`src/inc/atsm_pkg.sv`:
```
// package of constants for the ata status timeout monitor
package atsm_pkg;
  // ----------------------------------------------------------------
  // register offsets (byte addresses)
  // ----------------------------------------------------------------
  localparam logic [7:0] OFS_DEVCTL = 8'h00;
  localparam logic [7:0] OFS_CMD    = 8'h04;
  localparam logic [7:0] OFS_DATA   = 8'h08;
  localparam logic [7:0] OFS_STAT   = 8'h0C;
  localparam logic [7:0] OFS_INTST  = 8'h10;
  localparam logic [7:0] OFS_INTMSK = 8'h14;
  // ----------------------------------------------------------------
  // field positions
  // ----------------------------------------------------------------
  localparam int SRST_BIT = 2;
  localparam int BSY_BIT  = 7;
  localparam int RDY_BIT  = 6;
  localparam int DRQ_BIT  = 3;
  localparam int ERR_BIT  = 0;
  localparam int CAT_LSB  = 8;
  localparam int EV_DRQ   = 0;
  localparam int EV_DONE  = 1;
  localparam int EV_RST   = 2;
  localparam int EV_TMO   = 3;
  localparam int NEV      = 4;
  // ----------------------------------------------------------------
  // command categories and reset values
  // ----------------------------------------------------------------
  localparam logic [1:0] CAT_DIN  = 2'h0;
  localparam logic [1:0] CAT_DOUT = 2'h1;
  localparam logic [1:0] CAT_ND   = 2'h2;
  localparam logic [1:0] CAT_DMA  = 2'h3;
  localparam logic [NEV-1:0] MSK_RST = 4'h0;
  // ----------------------------------------------------------------
  // timing
  // ----------------------------------------------------------------
  localparam int CLK_NS    = 20;
  localparam int BSY_NS    = 400;
  localparam int DIN_US    = 10;
  localparam int DOUT_US   = 5;
  localparam int READY_S   = 31;
  localparam int CMD_S     = 30;
  localparam int WORDS     = 256;
  localparam int BSY_CYC   = (BSY_NS + CLK_NS - 1) / CLK_NS;
  localparam int DIN_CYC   = DIN_US * 1000 / CLK_NS;
  localparam int DOUT_CYC  = DOUT_US * 1000 / CLK_NS;
  localparam longint READY_CYC = longint'(READY_S) * 1000000000 / CLK_NS;
  localparam longint CMD_CYC   = longint'(CMD_S) * 1000000000 / CLK_NS;
  // ----------------------------------------------------------------
  // states
  // ----------------------------------------------------------------
  typedef enum logic [2:0] {
    ST_IDLE, ST_SRST, ST_RECOV, ST_HRST, ST_BUSY, ST_DIN, ST_DOUT
  } atsm_state_t;
endpackage

```
`src/atsm_top.sv`:
```
// task-file status sequencer with busy, ready and drq time limits
//
// Operation
// RULE_01: setting soft reset bit shows busy within 400 ns.
// RULE_02: soft reset release ends in ready, not busy, within 31 s.
// RULE_03: bus reset shows busy within 400 ns, ready within 31 s.
// RULE_04: any command register write shows busy within 400 ns; the code takes the write only in idle and ignores it during drq.
// RULE_05: data-in command reaches drq with interrupt within 30 s.
// RULE_06: data-in shows busy within 10 us of 256th data read.
// RULE_07: data-out shows busy within 5 us of 256th data write.
// RULE_08: host on timeout should soft reset and retry the command.
// RULE_09: host times every interval separately and flags expiry.
`timescale 1ns/10ps
`default_nettype none
module atsm_top
  import atsm_pkg::*;
#(
  parameter int unsigned READY_CYCLES = 32'(READY_CYC),
  parameter int unsigned CMD_CYCLES   = 32'(CMD_CYC)
)(
  // clock and reset
  input  wire logic        pclk,
  input  wire logic        presetn,
  // apb slave
  input  wire logic        psel,
  input  wire logic        penable,
  input  wire logic        pwrite,
  input  wire logic [7:0]  paddr,
  input  wire logic [31:0] pwdata,
  output var  logic [31:0] prdata,
  output var  logic        pready,
  output var  logic        pslverr,
  // bus reset pin
  input  wire logic        ata_reset_n,
  // drive back end
  input  wire logic        be_ready,
  input  wire logic        be_xfer,
  input  wire logic        be_done,
  input  wire logic [15:0] be_rdata,
  output var  logic        be_reset,
  output var  logic        be_cmd_stb,
  output var  logic [9:0]  be_cmd,
  output var  logic        be_rd_stb,
  output var  logic        be_wr_stb,
  output var  logic [15:0] be_wdata,
  // status
  output var  logic        bsy,
  output var  logic        rdy,
  output var  logic        drq,
  output var  logic        irq
);
  // the timer needs at least one count below its load value
  if (READY_CYCLES < 2 || CMD_CYCLES < 2)
  begin : g_bad_limits
    $error("atsm_top: time limits too short");
  end
  // ----------------------------------------------------------------
  // bus reset synchroniser
  // ----------------------------------------------------------------
  logic hr_meta;
  logic hr_sync;
  logic hr_q;
  always_ff @(posedge pclk or negedge presetn)
  begin
    if (!presetn)
    begin
      hr_meta <= 1'b0;
      hr_sync <= 1'b0;
      hr_q    <= 1'b0;
    end
    else
    begin
      hr_meta <= ~ata_reset_n;
      hr_sync <= hr_meta;
      hr_q    <= hr_sync;
    end
  end
  wire hr_edge = hr_sync & ~hr_q;
  // ----------------------------------------------------------------
  // apb decode
  // ----------------------------------------------------------------
  wire acc     = psel & penable & pready;
  wire wr      = acc & pwrite;
  wire rd      = acc & ~pwrite;
  wire a_dev   = paddr == OFS_DEVCTL;
  wire a_cmd   = paddr == OFS_CMD;
  wire a_data  = paddr == OFS_DATA;
  wire a_stat  = paddr == OFS_STAT;
  wire a_ist   = paddr == OFS_INTST;
  wire a_msk   = paddr == OFS_INTMSK;
  wire a_ok    = a_dev | a_cmd | a_data | a_stat | a_ist | a_msk;
  // ----------------------------------------------------------------
  // state and next-state logic
  // ----------------------------------------------------------------
  atsm_state_t state;
  atsm_state_t next_state;
  logic             srst;
  logic [9:0]       cmd;
  logic [7:0]       wcnt;
  logic [31:0]      tmr;
  logic             err;
  logic [NEV-1:0]   ist;
  logic [NEV-1:0]   msk;
  logic             load;
  logic [31:0]      lim;
  logic [NEV-1:0]   ev;
  wire tmo     = tmr == 32'h0;
  wire cmd_wr  = wr & a_cmd & (state == ST_IDLE);
  wire dat_rd  = rd & a_data & (state == ST_DIN);
  wire dat_wr  = wr & a_data & (state == ST_DOUT);
  wire last_w  = wcnt == 8'(WORDS - 1);
  wire [1:0] cat = cmd[CAT_LSB+1:CAT_LSB];
  always_comb
  begin
    next_state = state;
    load       = 1'b0;
    lim        = READY_CYCLES - 32'h1;
    ev         = '0;
    if (hr_edge)
    begin
      next_state = ST_HRST; // see RULE_03
      load       = 1'b1;
    end
    else if (hr_sync)
      next_state = ST_HRST;
    else if (srst)
      next_state = ST_SRST; // see RULE_01
    else
      case (state)
        ST_SRST:
        begin
          next_state = ST_RECOV; // see RULE_02
          load       = 1'b1;
        end
        ST_RECOV, ST_HRST:
          if (be_ready || tmo)
          begin
            next_state = ST_IDLE; // see RULE_02
            ev[EV_RST] = 1'b1;
          end
        ST_IDLE:
          if (cmd_wr)
          begin
            next_state = ST_BUSY; // see RULE_04
            load       = 1'b1;
            lim        = CMD_CYCLES - 32'h1;
          end
        ST_BUSY:
          if (be_done)
          begin
            next_state  = ST_IDLE;
            ev[EV_DONE] = 1'b1;
          end
          else if (be_xfer && cat == CAT_DIN)
          begin
            next_state = ST_DIN; // see RULE_05
            ev[EV_DRQ] = 1'b1;
          end
          else if (be_xfer && cat == CAT_DOUT)
            next_state = ST_DOUT;
          else if (tmo)
          begin
            // a stuck back end still ends the command, with error
            next_state = ST_IDLE; // see RULE_05
            ev[EV_TMO] = 1'b1;
          end
        ST_DIN:
          if (dat_rd && last_w)
          begin
            next_state = ST_BUSY; // see RULE_06
            load       = 1'b1;
            lim        = CMD_CYCLES - 32'h1;
          end
        ST_DOUT:
          if (dat_wr && last_w)
          begin
            next_state = ST_BUSY; // see RULE_07
            load       = 1'b1;
            lim        = CMD_CYCLES - 32'h1;
          end
        default:
          next_state = ST_IDLE;
      endcase
  end
  // ----------------------------------------------------------------
  // sequencer registers
  // ----------------------------------------------------------------
  wire next_idle = next_state == ST_IDLE;
  wire next_drq  = (next_state == ST_DIN) | (next_state == ST_DOUT);
  wire [NEV-1:0] next_ist = ev | (ist & ~((wr & a_ist) ? pwdata[NEV-1:0]
                                                        : {NEV{1'b0}}));
  always_ff @(posedge pclk or negedge presetn)
  begin
    if (!presetn)
    begin
      state <= ST_IDLE;
      tmr   <= 32'h0;
      wcnt  <= 8'h0;
      bsy   <= 1'b0;
      rdy   <= 1'b1;
      drq   <= 1'b0;
      ist   <= '0;
      irq   <= 1'b0;
    end
    else
    begin
      state <= next_state;
      tmr   <= load ? lim : (tmo ? tmr : tmr - 32'h1);
      wcnt  <= (dat_rd | dat_wr) ? wcnt + 8'h1 : (next_drq ? wcnt : 8'h0);
      bsy   <= ~next_idle & ~next_drq;
      rdy   <= next_idle | next_drq;
      drq   <= next_drq;
      ist   <= next_ist; // set wins over clear
      irq   <= |(next_ist & msk);
    end
  end
  // ----------------------------------------------------------------
  // software registers and back-end strobes
  // ----------------------------------------------------------------
  always_ff @(posedge pclk or negedge presetn)
  begin
    if (!presetn)
    begin
      srst       <= 1'b0;
      cmd        <= 10'h000;
      err        <= 1'b0;
      msk        <= MSK_RST;
      be_reset   <= 1'b0;
      be_cmd_stb <= 1'b0;
      be_cmd     <= 10'h000;
      be_rd_stb  <= 1'b0;
      be_wr_stb  <= 1'b0;
      be_wdata   <= 16'h0000;
    end
    else
    begin
      if (wr && a_dev)
        srst <= pwdata[SRST_BIT];
      if (cmd_wr)
        cmd <= pwdata[9:0];
      if (ev[EV_TMO])
        err <= 1'b1;
      else if (cmd_wr)
        err <= 1'b0;
      if (wr && a_msk)
        msk <= pwdata[NEV-1:0];
      // back end let go once the pin releases, so it can report ready
      be_reset   <= (next_state == ST_SRST) | hr_sync;
      be_cmd_stb <= cmd_wr;
      be_cmd     <= cmd_wr ? pwdata[9:0] : be_cmd;
      be_rd_stb  <= dat_rd;
      be_wr_stb  <= dat_wr;
      be_wdata   <= dat_wr ? pwdata[15:0] : be_wdata;
    end
  end
  // ----------------------------------------------------------------
  // apb answer, registered in setup, no wait state
  // ----------------------------------------------------------------
  wire [31:0] stat_w = {24'h0, bsy, rdy, 2'h0, drq, 2'h0, err};
  wire [31:0] rd_mux = a_dev  ? {29'h0, srst, 2'h0} :
                       a_cmd  ? {22'h0, cmd} :
                       a_data ? ((state == ST_DIN) ? {16'h0, be_rdata}
                                                   : 32'h0) :
                       a_stat ? stat_w :
                       a_ist  ? {28'h0, ist} :
                       a_msk  ? {28'h0, msk} : 32'h0;
  always_ff @(posedge pclk or negedge presetn)
  begin
    if (!presetn)
    begin
      pready  <= 1'b0;
      prdata  <= 32'h0;
      pslverr <= 1'b0;
    end
    else
    begin
      pready  <= psel & ~penable & ~pready;
      prdata  <= (psel & ~penable) ? rd_mux : 32'h0;
      pslverr <= psel & ~penable & ~a_ok;
    end
  end
  // ----------------------------------------------------------------
  // checks
  // ----------------------------------------------------------------
  localparam int LIM_BSY  = BSY_CYC;
  localparam int LIM_DOUT = DOUT_CYC;
endmodule // atsm_top
`default_nettype wire

```
`config.mk`:
```
export PLATFORM = sky130hd
export DESIGN_NAME = atsm_top
export DESIGN_NICKNAME = d
export VERILOG_FILES = /design/src/inc/atsm_pkg.sv /design/src/atsm_top.sv
export SDC_FILE = /design/constraint.sdc
export NUM_CORES = 1
export LEC_CHECK = 0
export BUFFER_PORTS_ARGS = -buffer_cell sky130_fd_sc_hd__buf_2
export CAP_MARGIN = 10
export CORE_ASPECT_RATIO = 1.1
export CORE_MARGIN = 2
export CORE_UTILIZATION = 54
export DETAILED_ROUTE_END_ITERATION = 6
export GPL_TIMING_DRIVEN = 0
export PLACE_DENSITY = 0.81
export RECOVER_POWER = 50
export SLEW_MARGIN = 40
export SYNTH_ARGS = -nofsm -noshare
export SYNTH_HDL_FRONTEND = slang
export SYNTH_SLANG_ARGS = --single-unit
```
`constraint.sdc`:
```
create_clock -name pclk -period 9 [get_ports pclk]
set_clock_uncertainty 0.2 [all_clocks]
set_input_delay 0.9 -clock pclk [delete_from_list [all_inputs] [get_ports pclk]]
set_output_delay 0.9 -clock pclk [all_outputs]
set_load 0.02 [all_outputs]
```
== Word level (Yosys, flattened, before mapping) ==
Cells that the tools add are included.
Cells by class
  add/sub/neg operators: 2
  reductions and logical operators: 15
  eq/ne operators: 18
  muxes and demuxes: 55
  bitwise logic cells: 37
Operators by type and width (count)
  two-way mux 27 bit: 6
  case mux 27 bit (3 select lines): 1
  two-way mux 16 bit: 5
  two-way mux 32 bit: 2
  two-way mux 3 bit: 11
  zero test 32 bit: 1
  subtractor 32 x 1 -> 32 bit, second input constant: 1
  two-way mux 4 bit: 6
  two-way mux 8 bit: 3
  two-way mux 1 bit: 18
  case mux 3 bit (6 select lines): 1
  AND 1 bit: 16
  == test 8 x 4 -> 1 bit, second input constant: 2
  == test 8 x 5 -> 1 bit, second input constant: 2
  == test 3 bit, second input constant: 5
  bitwise OR 1 bit: 9
  adder 8 x 1 -> 8 bit, second input constant: 1
  AND 4 bit: 2
  == test 8 x 3 -> 1 bit, second input constant: 1
  == test 8 bit, second input constant: 1
  zero test 8 bit: 1
  inverter 1 bit: 8
  == test 3 x 1 -> 1 bit, second input constant: 2
  == test 3 x 2 -> 1 bit, second input constant: 2
  other kinds (13): 20
Storage, ports and cells
  logic and storage cells: 150
  input bits: 65
  register bits after elaboration: 108
  output and inout bits: 68

== Longest topological paths before layout ==
  depth in word-level cells: 15
  depth in mapped cells: 10
  mapped depth without buffers: 9

== Least setup slack after synthesis ==
No wires, ideal clock.
  path kind: input-to-reg
  start point: input port paddr[1]
  end point: register be_wdata[10]
  slack: 5580 ps
  data required time: 8675 ps
  data arrival time: 3095 ps
  cell stages on the path: 7
  setup time: 125 ps
  buffers on the path: 3
  cell sequence: or4_1 clkbuf_1 nor3_1 and3_1 clkbuf_1 buf_1 mux2_2
Between the ends
  word-level cells in the longest chain between the ends: 3
RTL lines
  start, declared: line atsm_top.sv:28  | input wire logic [7:0] paddr,
  == test 8 x 4 -> 1 bit: line atsm_top.sv:87  | wire a_data = paddr == OFS_DATA;
  AND 1 bit (2 in series): line atsm_top.sv:110  | wire dat_wr = wr & a_data & (state == ST_DOUT);
  end signal, assigned: line atsm_top.sv:253  | be_wdata <= dat_wr ? pwdata[15:0] : be_wdata;
  end, declared: line atsm_top.sv:45  | output var logic [15:0] be_wdata,
Every way passes these cells.
A chain may end at the register's enable or synchronous reset.

==> run metrics <==
leakage=between 2 and 3 nW; Final HPWL DP=8690 µm; Setup crit end kind=async pin; CTS buffer count=9; setup violators final=0; MaxCap Viol Count=2; die area=0.0104 mm²; max-slew violations=around 110; Final ANT Viol Nets=0; I/O pin total=approximately 130; Synth Cell Area=roughly 0.0052 mm²; layout cell share with drive strength beyond 1=between 20% and 30%; Period minus WS final=approximately 5.3 ns; Slew @ Worst Pin=approximately 2.9 ns; worst vdd ir=between 0.1 and 0.15 mV; Power, Total=~0.00091 W; num rows=37; Clock Latency Late Sink=between 0.3 and 0.4 ns; cts repair resizes=0; Final Instance Count excl. Fillers=~750; final core occ=65.1%; Starting DRT DRC Count=roughly 290; Worst EP arrival=5.02 ns; Netlist cell types=58; P per Cell Area=~150 mW/mm²; Min-Delay Path Class=flip-flop to flip-flop; Global Route Usage Sum=between 20% and 30%; CTS clk-pin slew, worst paths=about 0.090 ns; Detailed Routing Iterations Pass 1=4; pin count of the biggest net entering global routing=between 50 and 60; postcts setup bufs=0; clk sink count=about 110; dominant synthesized flop cell=dfrtp_1; clk root buf=clkbuf_8; critical path required time=roughly 8.7 ns; Syn-to-layout area delta=17.6%; CTS H-Tree Depth=3; Placer Congestion=0.869; share of the synthesized area in the top cell type=between 50% and 60%; DRC viols=0; WL/cell=around 16 µm; die width=97.4 µm; total number of vias=roughly 4200; flops & latches, synth=around 110; Post-synth ARST share=between 90% and 100%; Fin Setup TNS=0 ns; FMAX=roughly 190 MHz; Initial Utilization=between 50% and 60%; post-place instance area=0.00593 mm²; DP Cell Count=730; Hold Vio Cnt, Final=0; antenna violations before repair=1; # diodes=0; crit path launch type=input pin; crit-path leading delay family=buffers and inverters; Tcrit/Tclk final=59.4%; run status=finished, violations left; IO Port Bufs=100; Die Ht=~110 µm; Crit path top cell by count=clkbuf_1; area leader, netlist=dfrtp_1; Max FO, Critical Path=between 50 and 60; final net count=slightly below 700; Design Area, Final=~0.0061 mm²; CTS max path bufs=2; RSZ-0062 raised after global routing=false; Post-synth EDFFs=0; Core Area=about 0.0094 mm²; Setup CP Type=input pin to async pin; hold_buf cts=0; sequential fraction of the synthesis area=52.2%; Synth Instances=497; GRT overflow=0; vias in the first global route=4196; Crit path largest cell delay=about 2.1 ns; routed wire length=around 12000 µm; worst rel slew slack=-90.8%; most common cell after layout, fill and taps aside=dfrtp_1; CTS tree=done; failing checks=max-capacitance violations, max-slew violations; slowest CP cell=clkbuf_1; Buf+Inv Stages, Crit Path=2; drt via density=5.60; first-pass GRT wire length=about 20000 µm; Yosys Warn Count=0; Avg Inst Size Synth=~10 µm²; fillers=between 700 and 800; top post-synthesis cells by area=dfrtp_1 52%, mux2_2 6.7%, nand2_1 3.6%; commonest cells after routing, fill and taps aside=107 x dfrtp_1, 79 x buf_2, 50 x nand2_1; crit path cell chain=clkbuf_1, clkbuf_1
[where the power goes]
group	internal [W]	switching, W	total [W]
logic	0.0000310	0.0000494	0.0000804
clock network	0.000156	0.000163	0.000318
registers	0.000499	0.0000159	0.000515
[metrics by stage]
stage | hold WS (ns) | setup WS [ns]
floorplan | 0.131 | 5.58
global placement | 0.146 | 5.03
detailed placement | 0.155 | 4.92
CTS | 0.182 | 5.32
global route | 0.188 | 2.58
finish | 0.174 | 3.65
[synthesized netlist by cell type, types with 3 or more instances]
library cell  instances
a32oi_1               3
a21boi_0              3
dfrtp_1             107
nand3_1              12
and3_1                3
xor2_1                7
buf_4                17
nor4_1               15
nand2b_1              8
and4_1                3
nor2_1               33
or2_2                 3
inv_1                10
mux2_2               31
clkbuf_1             13
o22ai_1               3
or3_1                 7
nor3_1               27
a21o_1                7
and2_1                9
o21ai_0              21
o31ai_1               4
nand2_1              50
nor3b_1               5
xnor2_1              18
a21oi_1              14
nand4_1               6
or4_1                 4
mux2i_1               6
a22oi_1               6
nor2b_1               8
[cell type report]
class	instances	area [µm²]	area share, %
timing repair buffer	101	475	7.81
tap	117	146	2.40
inverter	10	37.5	0.616
multi-input combinational	361	2320	38.1
sequential	108	2700	44.4
clock buffer	9	124	2.03
buffer	33	190	3.12
clock inverter	7	91.3	1.50
[final timing paths]
path / startpoint / endpoint / slack [ns] / cells after the start
worst max register to register: tmr[14] / wcnt[2] / 5.59 / 7
worst max-delay path: presetn / be_wdata[6] / 3.65 / 2
min in group asynchronous: presetn / tmr[17] / 1.21 / 1
worst min register to register: hr_meta / hr_sync / 0.17 / 0
max in group pclk: paddr[1] / be_wdata[11] / 5.29 / 8
worst min-delay path: hr_meta / hr_sync / 0.17 / 0
[registers in the layout (all words and copies together) (netlist names), 3 cells and up]
signal / count
tmr: 32
be_wdata: 16
prdata: 16
cmd: 10
wcnt: 8
ist: 4
msk: 4
state: 3
[per-layer routing]
layer,global-route usage (%),up-vias,wire [µm]
met5,0,-,13
met4,11.5,2,301
met3,4.95,25,747
met2,37.7,152,5590
met1,31.4,1993,5130
li1,-,2006,-
[kinds of logic (layout without fill, tap and decap cells)]
kind of cell	Yosys count	in the layout	share of synthesized area, %
AO/OA/AOI/OAI	76	76	9.81
XOR/XNOR	25	25	4.23
adder cells (fa/ha/maj)	2	2	0.483
buffers and inverters	43	160	4.40
flip-flops	108	108	52.2
multiplexers	37	37	7.90
other	1	16	0.0724
AND/OR/NAND/NOR	205	205	20.9
Power figures use the tool's default switching activity.
